**src/rtl/usb_ep_pkg.sv**
```systemverilog
// Constants and types shared by the endpoint control register block
package usb_ep_pkg;

    // ********************************************************************
    // Register indices (byte address is four times the index)
    // ********************************************************************
    localparam logic [5:0] IDX_FLAGS0 = 6'h18;  // First flag bank, mirror
    localparam logic [5:0] IDX_FLAGS1 = 6'h1A;  // Second flag bank
    localparam logic [5:0] IDX_TRIG   = 6'h1C;  // One-shot triggers
    localparam logic [5:0] IDX_CLEAR  = 6'h1E;  // Buffer clear
    localparam logic [5:0] IDX_SZ0    = 6'h20;  // Endpoint 0 out size
    localparam logic [5:0] IDX_DPRES  = 6'h22;  // Transmit data present
    localparam logic [5:0] IDX_HALT   = 6'h24;  // Endpoint halt
    localparam logic [5:0] IDX_IEN0   = 6'h26;  // Enable, first bank
    localparam logic [5:0] IDX_IEN1   = 6'h28;  // Enable, second bank
    localparam logic [5:0] IDX_SZ1    = 6'h2A;  // Endpoint 1 size
    localparam logic [5:0] IDX_VSEL0  = 6'h2E;  // Vector select, bank 0
    localparam logic [5:0] IDX_VSEL1  = 6'h30;  // Vector select, bank 1

    // ********************************************************************
    // Field positions
    // ********************************************************************
    localparam int B_EP0I     = 0;  // Endpoint 0 in (trigger/clear/present)
    localparam int B_EP0O     = 1;  // Endpoint 0 out
    localparam int B_SETUP    = 2;  // Setup read done trigger
    localparam int B_EP2      = 4;  // Endpoint 2 transmit
    localparam int B_EP1      = 5;  // Endpoint 1 receive
    localparam int B_EP3      = 6;  // Endpoint 3 transmit
    localparam int B_P_EP3    = 5;  // Data present, endpoint 3
    localparam int B_F1_VBUS  = 0;  // Bus connect flag
    localparam int B_F1_SENT  = 1;  // Endpoint 3 sent flag
    localparam int B_F1_REQ   = 2;  // Endpoint 3 request flag
    localparam int B_F0_SETUP = 3;  // Setup received flag in bank 0

    // ********************************************************************
    // Masks and reset values
    // ********************************************************************
    localparam logic [7:0] TRIG_MASK  = 8'h77;
    localparam logic [7:0] CLEAR_MASK = 8'h73;
    localparam logic [7:0] FLAG1_MASK = 8'h07;
    localparam logic [7:0] HALT_MASK  = 8'h0F;
    localparam logic [7:0] VSEL0_RST  = 8'h00;
    localparam logic [7:0] VSEL1_RST  = 8'h07;
    localparam logic [1:0] EP2_SLOTS  = 2'h2;  // Dual transmit buffer

    // ********************************************************************
    // Carriers
    // ********************************************************************
    typedef struct packed {
        logic       cyc;
        logic       stb;
        logic       we;
        logic [7:0] adr;
        logic [3:0] sel;
        logic [31:0] dat;
    } wb_req_t;

    typedef struct packed {
        logic       ep3_in_token;  // IN token for endpoint 3
        logic       ep3_tx_acked;  // Endpoint 3 packet acknowledged
        logic       ep2_tx_done;   // Endpoint 2 packet fully sent
        logic       ep0i_tx_done;  // Endpoint 0 in packet fully sent
        logic       setup_rx;      // Setup command for software received
        logic       cmd_decoded;   // Command decoded inside the function
        logic       ep0o_rx_done;  // Endpoint 0 out packet received
        logic       ep1_rx_done;   // Endpoint 1 packet received
        logic [7:0] rx_count;      // Byte count of received packet
    } usb_evt_t;

    typedef struct packed {
        logic       ack;
        logic [7:0] rdat;
        logic [7:0] trig;
        logic [7:0] flush;
        logic [7:0] ien0;
        logic [7:0] ien1;
        logic [7:0] vsel0;
        logic [7:0] vsel1;
        logic [3:0] halt;
        logic [7:0] sz0;
        logic [7:0] dpres;
        logic [1:0] ep2_cnt;
        logic       setup_hold;
        logic       vbus_q;
        logic       ep3_nak;
        logic       irq_a;
        logic       irq_b;
    } ctl_state_t;

    typedef struct packed {
        logic [7:0] flags;
    } flag_state_t;

    typedef struct packed {
        logic [1:0][7:0] mem;
        logic            wp;
        logic            rp;
        logic [7:0]      rdat;
    } size_state_t;

    // Register select from a byte address
    function automatic logic reg_hit(input logic [7:0] adr,
                                     input logic [5:0] idx);
        return adr[7:2] == idx;
    endfunction

endpackage

```
**src/rtl/usb_flag_bank.sv**
```systemverilog
// Sticky flag bank cleared by writing zero to a flag position
`timescale 1ns/100ps
`default_nettype none
module usb_flag_bank #(
    parameter logic [7:0] MASK = 8'hFF
) (
    input  wire logic       clk_i,
    input  wire logic       rst_i,
    input  wire logic [7:0] set_i,
    input  wire logic       wr_i,
    input  wire logic [7:0] wdata_i,
    output var  logic [7:0] flags_o
);

    usb_ep_pkg::flag_state_t st_ff;   // Registered flags
    usb_ep_pkg::flag_state_t nxt_st;  // Next flags

    // ********************************************************************
    // Per-bit update; a set in the clearing cycle wins
    // ********************************************************************
    for (genvar i = 0; i < 8; i++) begin : g_bit
        always_comb begin
            nxt_st.flags[i] = MASK[i] & (set_i[i] |
                (st_ff.flags[i] & ~(wr_i & ~wdata_i[i])));
        end
    end

    always_ff @(posedge clk_i) begin
        if (rst_i) begin
            st_ff <= '0;
        end else begin
            st_ff <= nxt_st;
        end
    end

    assign flags_o = st_ff.flags;
endmodule
`default_nettype wire

```
**src/rtl/usb_size_bank.sv**
```systemverilog
// Two-entry receive size memory for the dual endpoint 1 buffer
`timescale 1ns/100ps
`default_nettype none
module usb_size_bank (
    input  wire logic       clk_i,
    input  wire logic       rst_i,
    input  wire logic       flush_i,
    input  wire logic       wr_i,
    input  wire logic [7:0] wdata_i,
    input  wire logic       done_i,
    output var  logic [7:0] rdata_o
);

    usb_ep_pkg::size_state_t st_ff;   // Memory and pointers
    usb_ep_pkg::size_state_t nxt_st;  // Next state

    // ********************************************************************
    // Fill one half, read the other; read done frees the read half
    // ********************************************************************
    always_comb begin
        nxt_st = st_ff;
        if (wr_i) begin
            nxt_st.mem[st_ff.wp] = wdata_i;
            nxt_st.wp = ~st_ff.wp;
        end
        if (done_i) begin
            nxt_st.rp = ~st_ff.rp;
        end
        if (flush_i) begin
            nxt_st.wp = 1'b0;       // Both halves dropped
            nxt_st.rp = 1'b0;
            nxt_st.mem = '0;
        end
        nxt_st.rdat = nxt_st.mem[nxt_st.rp];
    end

    always_ff @(posedge clk_i) begin
        if (rst_i) begin
            st_ff <= '0;
        end else begin
            st_ff <= nxt_st;
        end
    end

    assign rdata_o = st_ff.rdat;
endmodule
`default_nettype wire

```
**src/rtl/usb_ep_ctrl.sv**
```systemverilog
// Endpoint sequencing, status and interrupt registers on Wishbone
`timescale 1ns/100ps
`default_nettype none

// Functional notes
// - Second-bank events set flag; enabled raises interrupt
// - Write zero clears flag; ones keep others
// - Endpoint 3 IN without data: flag, NAK
// - Endpoint 3 acknowledged packet sets sent flag
// - Rising bus power edge sets connect flag
// - Trigger bits write-only, one pulse each
// - Trigger bit 6 commits endpoint 3 packet
// - Trigger bit 5 frees read endpoint 1 half
// - Trigger bit 4 commits endpoint 2 packet
// - Data stage NAKed until trigger bit 2
// - Trigger bit 1 frees endpoint 0 receive
// - Trigger bit 0 commits endpoint 0 packet
// - Buffer clear discards data, keeps flags
// - Clear bits 6,5,4,1,0 map to buffers
// - Endpoint 0 receive size holds last count
// - Data present set on commit, cleared sent
// - Halt bits make endpoints answer STALL
// - Decoded command clears endpoint 0 halt
// - Setup flag set blocks endpoint 0 halt
// - Enable bits gate flags onto interrupts
// - Endpoint 1 size follows selected half
// - Select zero routes line a, one b
// - Endpoints 1 and 2 dual buffer; others single packet
module usb_ep_ctrl (
    input  wire logic                 clk_i,
    input  wire logic                 rst_i,
    input  wire usb_ep_pkg::wb_req_t  wb_i,
    output var  logic [31:0]          wb_dat_o,
    output var  logic                 wb_ack_o,
    input  wire usb_ep_pkg::usb_evt_t evt_i,
    input  wire logic [7:0]           interrupt_flags_bank0_i,
    input  wire logic                 vbus_i,
    output var  logic [7:0]           trig_o,
    output var  logic [7:0]           flush_o,
    output var  logic [3:0]           halt_o,
    output var  logic                 ep3_nak_o,
    output var  logic                 data_stage_nak_o,
    output var  logic                 usb_irq_line_a_o,
    output var  logic                 usb_irq_line_b_o
);

    // ********************************************************************
    // State and bus decode
    // ********************************************************************
    usb_ep_pkg::ctl_state_t st_ff;   // State except the second flag bank and endpoint 1 sizes
    usb_ep_pkg::ctl_state_t nxt_st;  // Next block state

    logic       req;          // New bus request, not yet answered
    logic       wr;           // Write taken this cycle
    logic [7:0] wd;           // Write data, low lane
    logic [7:0] flags1;       // Second flag bank
    logic [7:0] set1;         // Second-bank event sources
    logic [7:0] ep1_size;     // Size of selected endpoint 1 half
    logic [7:0] pend_a;       // Pending requests routed to line a
    logic [7:0] pend_b;       // Pending requests routed to line b
    logic [7:0] flags0;       // Short name for the first bank

    // Answer one cycle after the request; ack drops again afterward
    assign req = wb_i.cyc & wb_i.stb & ~st_ff.ack;
    // Byte registers sit in lane 0; other lanes are ignored
    assign wr = req & wb_i.we & wb_i.sel[0];
    assign wd = wb_i.dat[7:0];
    assign flags0 = interrupt_flags_bank0_i;

    // ********************************************************************
    // Second flag bank
    // ********************************************************************
    // Events are single-cycle pulses from the packet engine
    always_comb begin
        set1 = 8'h00;
        // Only a rising edge counts; a held level sets once
        set1[usb_ep_pkg::B_F1_VBUS] = vbus_i & ~st_ff.vbus_q;
        set1[usb_ep_pkg::B_F1_SENT] = evt_i.ep3_tx_acked;
        set1[usb_ep_pkg::B_F1_REQ]  = evt_i.ep3_in_token &
            ~st_ff.dpres[usb_ep_pkg::B_P_EP3];
    end

    usb_flag_bank #(
        .MASK (usb_ep_pkg::FLAG1_MASK)
    ) u_flags1 (
        .clk_i   (clk_i),
        .rst_i   (rst_i),
        .set_i   (set1),
        .wr_i    (wr & usb_ep_pkg::reg_hit(wb_i.adr,
                                           usb_ep_pkg::IDX_FLAGS1)),
        .wdata_i (wd),
        .flags_o (flags1)
    );

    // ********************************************************************
    // Endpoint 1 receive sizes
    // ********************************************************************
    // Read pointer moves on the read-done pulse, one cycle after write
    usb_size_bank u_ep1_size (
        .clk_i   (clk_i),
        .rst_i   (rst_i),
        .flush_i (st_ff.flush[usb_ep_pkg::B_EP1]),
        .wr_i    (evt_i.ep1_rx_done),
        .wdata_i (evt_i.rx_count),
        .done_i  (st_ff.trig[usb_ep_pkg::B_EP1]),
        .rdata_o (ep1_size)
    );

    // ********************************************************************
    // Interrupt routing
    // ********************************************************************
    // Enabled flags, split by the vector select bits
    always_comb begin
        pend_a = (flags0 & st_ff.ien0 & ~st_ff.vsel0) |
                 (flags1 & st_ff.ien1 & ~st_ff.vsel1);
        pend_b = (flags0 & st_ff.ien0 & st_ff.vsel0) |
                 (flags1 & st_ff.ien1 & st_ff.vsel1);
    end

    // ********************************************************************
    // Next-state logic
    // ********************************************************************
    always_comb begin
        nxt_st = st_ff;
        nxt_st.ack = req;
        nxt_st.vbus_q = vbus_i;

        // Triggers and clears are pulses, never stored
        nxt_st.trig = 8'h00;
        nxt_st.flush = 8'h00;

        // Read data captured with the answer; writes read zero
        if (req) begin
            if (wb_i.we) begin
                nxt_st.rdat = 8'h00;
            end else begin
                case (wb_i.adr[7:2])
                    usb_ep_pkg::IDX_FLAGS0: nxt_st.rdat = flags0;
                    usb_ep_pkg::IDX_FLAGS1: nxt_st.rdat = flags1;
                    usb_ep_pkg::IDX_SZ0:    nxt_st.rdat = st_ff.sz0;
                    usb_ep_pkg::IDX_DPRES:  nxt_st.rdat = st_ff.dpres;
                    usb_ep_pkg::IDX_HALT:   nxt_st.rdat = {4'h0, st_ff.halt};
                    usb_ep_pkg::IDX_IEN0:   nxt_st.rdat = st_ff.ien0;
                    usb_ep_pkg::IDX_IEN1:   nxt_st.rdat = st_ff.ien1;
                    usb_ep_pkg::IDX_SZ1:    nxt_st.rdat = ep1_size;
                    usb_ep_pkg::IDX_VSEL0:  nxt_st.rdat = st_ff.vsel0;
                    usb_ep_pkg::IDX_VSEL1:  nxt_st.rdat = st_ff.vsel1;
                    // Trigger, clear and unmapped words read zero
                    default:                nxt_st.rdat = 8'h00;
                endcase
            end
        end

        // Register writes
        if (wr) begin
            // One pulse per written one in bits 6-4 and 2-0
            if (usb_ep_pkg::reg_hit(wb_i.adr, usb_ep_pkg::IDX_TRIG)) begin
                nxt_st.trig = wd & usb_ep_pkg::TRIG_MASK;
            end
            // Writing zero has no effect
            if (usb_ep_pkg::reg_hit(wb_i.adr, usb_ep_pkg::IDX_CLEAR)) begin
                nxt_st.flush = wd & usb_ep_pkg::CLEAR_MASK;
            end
            if (usb_ep_pkg::reg_hit(wb_i.adr, usb_ep_pkg::IDX_IEN0)) begin
                nxt_st.ien0 = wd;
            end
            if (usb_ep_pkg::reg_hit(wb_i.adr, usb_ep_pkg::IDX_IEN1)) begin
                nxt_st.ien1 = wd & usb_ep_pkg::FLAG1_MASK;
            end
            if (usb_ep_pkg::reg_hit(wb_i.adr, usb_ep_pkg::IDX_VSEL0)) begin
                nxt_st.vsel0 = wd;
            end
            if (usb_ep_pkg::reg_hit(wb_i.adr, usb_ep_pkg::IDX_VSEL1)) begin
                nxt_st.vsel1 = wd & usb_ep_pkg::FLAG1_MASK;
            end
            if (usb_ep_pkg::reg_hit(wb_i.adr, usb_ep_pkg::IDX_HALT)) begin
                nxt_st.halt = wd[3:0];
                // Pending setup: a one cannot arm endpoint 0 halt
                if (flags0[usb_ep_pkg::B_F0_SETUP]) begin
                    nxt_st.halt[0] = wd[0] & st_ff.halt[0];
                end
            end
        end

        // Function-decoded command always wins over a write
        if (evt_i.cmd_decoded) begin
            nxt_st.halt[0] = 1'b0;
        end

        // Endpoint 0 out receive size
        if (evt_i.ep0o_rx_done) begin
            nxt_st.sz0 = evt_i.rx_count;
        end
        if (st_ff.flush[usb_ep_pkg::B_EP0O]) begin
            nxt_st.sz0 = 8'h00;
        end

        // Endpoint 0 in: single packet present flag
        if (evt_i.ep0i_tx_done) begin
            nxt_st.dpres[usb_ep_pkg::B_EP0I] = 1'b0;
        end
        if (st_ff.trig[usb_ep_pkg::B_EP0I]) begin
            nxt_st.dpres[usb_ep_pkg::B_EP0I] = 1'b1;
        end
        if (st_ff.flush[usb_ep_pkg::B_EP0I]) begin
            nxt_st.dpres[usb_ep_pkg::B_EP0I] = 1'b0;
        end

        // Endpoint 3: single 8-byte packet, one present bit
        if (evt_i.ep3_tx_acked) begin
            nxt_st.dpres[usb_ep_pkg::B_P_EP3] = 1'b0;
        end
        if (st_ff.trig[usb_ep_pkg::B_EP3]) begin
            nxt_st.dpres[usb_ep_pkg::B_P_EP3] = 1'b1;
        end
        if (st_ff.flush[usb_ep_pkg::B_EP3]) begin
            nxt_st.dpres[usb_ep_pkg::B_P_EP3] = 1'b0;
        end

        // Endpoint 2: count of committed halves, saturates at two
        // Extra commits beyond two are dropped: software overran buffer
        if (st_ff.trig[usb_ep_pkg::B_EP2] && !evt_i.ep2_tx_done &&
            st_ff.ep2_cnt != usb_ep_pkg::EP2_SLOTS) begin
            nxt_st.ep2_cnt = st_ff.ep2_cnt + 2'h1;
        end else if (evt_i.ep2_tx_done && !st_ff.trig[usb_ep_pkg::B_EP2]
                     && st_ff.ep2_cnt != 2'h0) begin
            nxt_st.ep2_cnt = st_ff.ep2_cnt - 2'h1;
        end
        if (st_ff.flush[usb_ep_pkg::B_EP2]) begin
            nxt_st.ep2_cnt = 2'h0;
        end
        nxt_st.dpres[usb_ep_pkg::B_EP2] = nxt_st.ep2_cnt != 2'h0;

        // Data stage held off until setup buffer is read
        if (st_ff.trig[usb_ep_pkg::B_SETUP]) begin
            nxt_st.setup_hold = 1'b0;
        end
        if (evt_i.setup_rx) begin
            nxt_st.setup_hold = 1'b1;
        end

        // Endpoint 3 answers NAK while nothing is committed
        nxt_st.ep3_nak = evt_i.ep3_in_token &
            ~st_ff.dpres[usb_ep_pkg::B_P_EP3];

        // Interrupt lines registered for clean outputs
        nxt_st.irq_a = |pend_a;
        nxt_st.irq_b = |pend_b;
    end

    // ********************************************************************
    // State register
    // ********************************************************************
    always_ff @(posedge clk_i) begin
        if (rst_i) begin
            st_ff <= '0;
            st_ff.vsel0 <= usb_ep_pkg::VSEL0_RST;
            st_ff.vsel1 <= usb_ep_pkg::VSEL1_RST;
        end else begin
            st_ff <= nxt_st;
        end
    end

    // ********************************************************************
    // Outputs, all straight from flops
    // ********************************************************************
    assign wb_dat_o = {24'h000000, st_ff.rdat};
    assign wb_ack_o = st_ff.ack;
    assign trig_o = st_ff.trig;            // Bit 1 frees ep0 out
    assign flush_o = st_ff.flush;
    assign halt_o = st_ff.halt;
    assign ep3_nak_o = st_ff.ep3_nak;
    assign data_stage_nak_o = st_ff.setup_hold;
    assign usb_irq_line_a_o = st_ff.irq_a;
    assign usb_irq_line_b_o = st_ff.irq_b;
endmodule
`default_nettype wire

```
**config.mk**
```make
export PLATFORM = sky130hd
export DESIGN_NAME = usb_ep_ctrl
export DESIGN_NICKNAME = d
export VERILOG_FILES = /design/src/rtl/usb_ep_pkg.sv /design/src/rtl/usb_flag_bank.sv /design/src/rtl/usb_size_bank.sv /design/src/rtl/usb_ep_ctrl.sv
export SDC_FILE = /design/constraint.sdc
export NUM_CORES = 1
export LEC_CHECK = 0
export BUFFER_PORTS_ARGS = -buffer_cell sky130_fd_sc_hd__buf_2
export CAP_MARGIN = 20
export CORE_AREA = 5 5 96 98
export CTS_CLUSTER_DIAMETER = 120
export DETAILED_ROUTE_END_ITERATION = 6
export DIE_AREA = 0 0 101 103
export PLACE_DENSITY = 0.83
export SLEW_MARGIN = 40
export SYNTH_ARGS = -nofsm -noshare
export SYNTH_HDL_FRONTEND = slang
export SYNTH_SLANG_ARGS = --single-unit
export TNS_END_PERCENT = 30
```
**constraint.sdc**
```tcl
create_clock -name clk_i -period 3.4 [get_ports clk_i]
set_clock_uncertainty 0.2 [all_clocks]
set_input_delay 0.68 -clock clk_i [delete_from_list [all_inputs] [get_ports clk_i]]
set_output_delay 0.68 -clock clk_i [all_outputs]
set_load 0.01 [all_outputs]
```
**Yosys cells after proc, flatten, opt, wreduce, memory -nomap -nowiden**

Cells that the tools add are included.

- Flip-flop bits (word level): 103
- Bits in latches: 0
- RAM bits: 0
- ROM bits: 0
- Bits of input ports: 74
- Output and inout bits: 57
- Word-level logic and storage cells: 135
- Memories: 0

- Add/sub/neg operators: 2
- Multiply operators: 0
- Divide/modulo/power cells: 0
- Magnitude comparators: 3
- Eq/ne operators: 13
- Shift operators: 0
- Muxes and demuxes: 20
- Bitwise operators: 41
- Reduce and logical (&&, ||, !) cells: 27

Operators by type and width:

| cell | count |
|---|---|
| $pmux 8 s10 | 1 |
| $eq 6x6->1 const B | 8 |
| $and 8x8->8 | 4 |
| $mux 8 | 4 |
| $eq 6x5->1 const B | 4 |
| $mux 18 | 1 |
| $mux 17 | 1 |
| $and 8x3->8 | 2 |
| $bwmux 16 | 1 |
| $or 8x8->8 | 2 |
| $reduce_or 8->1 | 2 |
| $and 1x1->1 | 14 |
| $not 1->1 | 14 |
| $reduce_or 2->1 | 6 |
| $reduce_and 2->1 | 5 |
| $reduce_bool 2->1 | 5 |
| $demux 8 s1 | 1 |
| $mux 1 | 8 |
| $not 3->8 | 1 |
| $not 8->8 | 1 |
| $mux 2 | 3 |
| $reduce_or 3->1 | 2 |
| $logic_and 1x1->1 | 5 |
| $lt 1x2->1 const B | 2 |
| 6 further kinds | 9 |

**Logic depth before layout (Yosys ltp)**

- Word-level depth: 9
- Mapped depth: 7
- Gate-level depth less buffers: 7

**Modules after synthesis**

From an unflattened synthesis, not the netlist that was laid out.

- Cell total of the unflattened synthesis: 491
- Area total of the unflattened synthesis: 4521.8 sq um

By module, submodules not included:

| module | times used | cells each | area each (sq um) | seq. area each (sq um) |
|---|---|---|---|---|
| usb_ep_ctrl | 1 | 385 | 3403.3 | 1281.2 |
| usb_size_bank | 1 | 88 | 938.4 | 520.5 |
| usb_flag_bank | 1 | 18 | 180.2 | 60.1 |

**Least setup slack after synthesis**

OpenSTA, ideal clock, no wires.

- Path kind: input to register
- Start: in wb_i[38] in the netlist's numbering
- End: reg st_ff[27] in the netlist's numbering
- Setup time: 0.120 ns
- Data arrival time: 1.986 ns
- Setup slack: 1.095 ns
- Cell stages on the path: 6
- Path buffers: 1
- Path through: buf_2 nor4_2 and3_1 and2b_1 nor2b_1 a211o_1

- Cells in the longest elaborated chain, start to end: 2

Ends and longest elaborated chain:

| item | RTL line | source |
|---|---|---|
| start: declaration | usb_ep_ctrl.sv:32 | `input wire usb_ep_pkg::wb_req_t wb_i,` |
| $eq 6x6->1 | usb_ep_pkg.sv:104 | `return adr[7:2] == idx;` |
| $reduce_and 2->1 (no line) | - |  |
| end signal: assignment | usb_ep_ctrl.sv:260 | `st_ff <= nxt_st;` |
| end: declaration | usb_ep_ctrl.sv:50 | `usb_ep_pkg::ctl_state_t st_ff;` |

Every way passes these cells.
A chain may end at the register's enable or synchronous reset.

**Final worst setup path**

- Start: in wb_i[45] in the netlist's numbering
- End: reg st_ff, in the netlist halt_o[0]

- Cells in the longest elaborated chain, start to end: 5

Ends and longest elaborated chain:

| item | RTL line | source |
|---|---|---|
| $and 1x1->1 (2 in series) | usb_ep_ctrl.sv:64 | `assign req = wb_i.cyc & wb_i.stb & ~st_ff.ack;` |
| $and 1x1->1 (2 in series) | usb_ep_ctrl.sv:66 | `assign wr = req & wb_i.we & wb_i.sel[0];` |
| $reduce_and 2->1 (no line) | - |  |

Every way passes these cells.

==> summary.md <==
| Metric | Value |
|---|---|
| Status | finished, final reports clean |
| ANT nets after route | 0 |
| Mean instance size in the synthesized netlist | 9.05 µm² |
| Drt drc | 0 |
| Bufs and invs on worst path | 1 |
| Area growth from synthesis to layout | 8.19% |
| Final hold violation count | 0 |
| Type of the most critical hold path | flip-flop to flip-flop |
| Root Buffer | clkbuf_8 |
| Slowest cell delay on critical path | 0.50 ns |
| Flops & latches, synth | 93 |
| Initial antenna violation count | 0 |
| Worst slew pin tran | 0.729 ns |
| Core footprint | 0.00838 mm² |
| Post-route fraction of the period consumed by the critical path | 70.4% |
| Count of TritonRoute iterations in the first routing pass | 7 |
| Boundary pin count | 131 |
| # setup viols final | 0 |
| Die Width | 101 µm |
| Post CTS Setup Buffer Count | 0 |
| Clock insertion delay at the later pin of the skew report | 0.36 ns |
| Crit. End Element | flip-flop |
| Half-perimeter wire length of the detailed placement result | 8420 µm |
| Highest-count cells in the layout ignoring fill and taps | 93 x dfxtp_1, 72 x buf_2, 62 x nor2_1 |
| Max-slew headroom | 51.0% |
| Via count of the routed design | 3605 |
| Wire length of the first global-routing pass | 17200 µm |
| Total number of placement rows | 34 |
| Number of input and output port buffers inserted | 72 |
| Maximum clock frequency | 418 MHz |
| Net total in the final layout | 608 |
| Proportion of synthesized chip area in sequential cells | 42.2% |
| Leakage power of the design | 2.03 nW |
| Start-to-end type of the worst setup path | input port to flip-flop |
| Pin count of the biggest net entering global routing | 29 |
| Time the final worst path needs with I/O delays and setup | 2.39 ns |
| Diode insertion count for antenna repair | 0 |
| Most frequent standard cell in the layout excluding fill and tap cells | dfxtp_1 |
| Clock net sink count | 93 |
| Fraction of layout cells with a size suffix above 1 | 19.2% |
| Die area | 0.0104 mm² |
| Pwr/cell area | 435 mW/mm² |
| Data arrival time of the worst path | 2.45 ns |
| Post-synthesis instance area | 0.00442 mm² |
| Number of fill cells | 756 |
| Starting utilization of the core area | 52.7% |
| Resized Gates After CTS | 0 |
| Vert. Die Dim | 103 µm |
| Post-synthesis cell count | 488 |
| Max stage delay cell, worst path | nor4_4 |
| Final std cell area, no fill | 0.00478 mm² |
| Via count of the first global-routing pass | 3403 |
| Largest buffer count on any clock path | 2 |
| Post-DR vias/cell | 5.59 |
| Number of flops mapped to enable cells by yosys | 0 |
| Total CTS buffers | 9 |
| Overall fraction of global-route tracks in use | 21.1% |
| Unrepaired setup endpoints after global routing | no |
| Count of pins over their slew limit | 0 |
| H-tree Lvls | 3 |
| Crit path max-delay family | simple AND/OR/NAND/NOR gates |
| Setup tns final | 0 ns |
| Main flop type after synthesis | dfxtp_1 |
| Largest fanout of any net on the critical path | 17 |
| Max cap viols | 0 |
| Number of buffers added to fix hold violations after cts | 0 |
| Post-synth ARST share | 0% |
| Sum of overflow across all layers after global routing | 0 |
| Worst-case vdd ir drop | 0.183 mV |
| Clock edge transition at the registers on the reported setup and hold paths | 0.09 ns |
| Placed Instance Area | 0.00458 mm² |
| Detail-routed net length per standard cell | 17.3 µm |
| Number of different library cells in the post-synthesis netlist | 54 |
| DRT Wirelength | 11200 µm |
| Critical path data required time | 3.46 ns |
| Yosys warnings | 0 |
| Detailed router's first-iteration violation count | 288 |
| Final estimated routing congestion in global placement | 0.951 |
| CTS tree | built |
| Sort of element at the start of the critical path | input port |
| Crit-path cells | buf_2 > nand3b_4 > or2_1 > nor4_4 > a21oi_1 > a2111oi_2 |
-- synthesized netlist by cell type, drive strengths merged (3+ instances only) --
library cell	count	share of area (%)
nand3	14	1.6
nand3b	5	1.4
buf	61	9.8
inv	9	0.77
o21ai	8	0.91
a22oi	3	0.51
or2	4	0.57
o211a	3	0.68
clkbuf	11	0.94
and2	7	0.99
and3	8	1.1
nand2	39	3.3
nand2b	10	1.4
a211o	3	0.60
o22ai	7	0.99
nor3	7	1.3
nor2	62	5.3
a211oi	5	0.85
a21oi	32	3.6
mux2i	49	11
a222oi	5	1.1
dfxtp	93	42
nor4	3	0.91
a32oi	4	0.79
nor2b	8	1.1
-- sequential cells by signal, indices dropped and copies added (netlist names), 3 cells and up --
register	count
trig_o	6
u_ep1_size.rdata_o	8
flush_o	5
u_ep1_size.st_ff	18
halt_o	4
u_flags1.flags_o	3
wb_dat_o	8
st_ff	36
-- worst paths after layout --
path / depth (start not counted) / startpoint / slack [ns] / endpoint
max: 6 / wb_i[45] / 1.01 / halt_o[0]$_SDFFE_PP0P_
min: 1 / flush_o[6]$_SDFF_PP0_ / 0.21 / st_ff[12]$_SDFFE_PP0P_
max reg2reg: 5 / wb_ack_o$_SDFF_PP0_ / 1.04 / halt_o[0]$_SDFFE_PP0P_
min reg2reg: 1 / flush_o[6]$_SDFF_PP0_ / 0.21 / st_ff[12]$_SDFFE_PP0P_
-- layout make-up --
class                      instances  area, µm²  area share [%]
clock buffer                      10        128            2.67
clock inverter                     6       71.3            1.49
inverter                           9       33.8           0.707
multi-input combinational        342       2150            45.0
sequential                        93       1860            39.0
tap                              108        135            2.83
timing repair buffer              77        398            8.33
-- metrics by stage --
step                instances  utilization, %  setup WS [ns]  hold slack (ns)  power [mW]
floorplan                 516               -           1.09            0.199        1.31
global route              645            57.0          0.836            0.232        2.15
global placement          629            54.6          0.707            0.198        1.35
detailed placement        629            54.6          0.638            0.211        1.36
CTS                       645            57.0           1.01            0.215        2.08
finish                    645            57.0           1.01            0.213        2.08
-- layer usage --
metal	vias up	share of wire, %	track usage, %
met5	-	0	0
met4	0	1.9	7.36
met3	20	7.7	3.99
met2	144	51	37.4
met1	1732	40	25.6
li1	1709	-	-
-- logic make-up (layout without fill, tap and decap cells) --
group	count (synthesis)	count (layout)	share of synthesized area [%]
other	1	29	0.0849
xor gates and xnor gates	2	2	0.397
DFF	93	93	42.2
AOI/OAI and AO/OA	82	82	12.9
adders and majority gates	2	2	0.567
and+or+nand+nor	177	177	21.0
muxes	50	50	11.4
buffers and inverters	81	102	11.5
-- power by group --
part	switching (mW)	internal, mW	total (mW)	leakage, nW
registers	0.0176	1.12	1.14	0.756
clock network	0.394	0.345	0.739	0.0931
logic	0.130	0.0713	0.201	1.18
total	0.541	1.54	2.08	2.03
(Power assumes the default switching activity.)
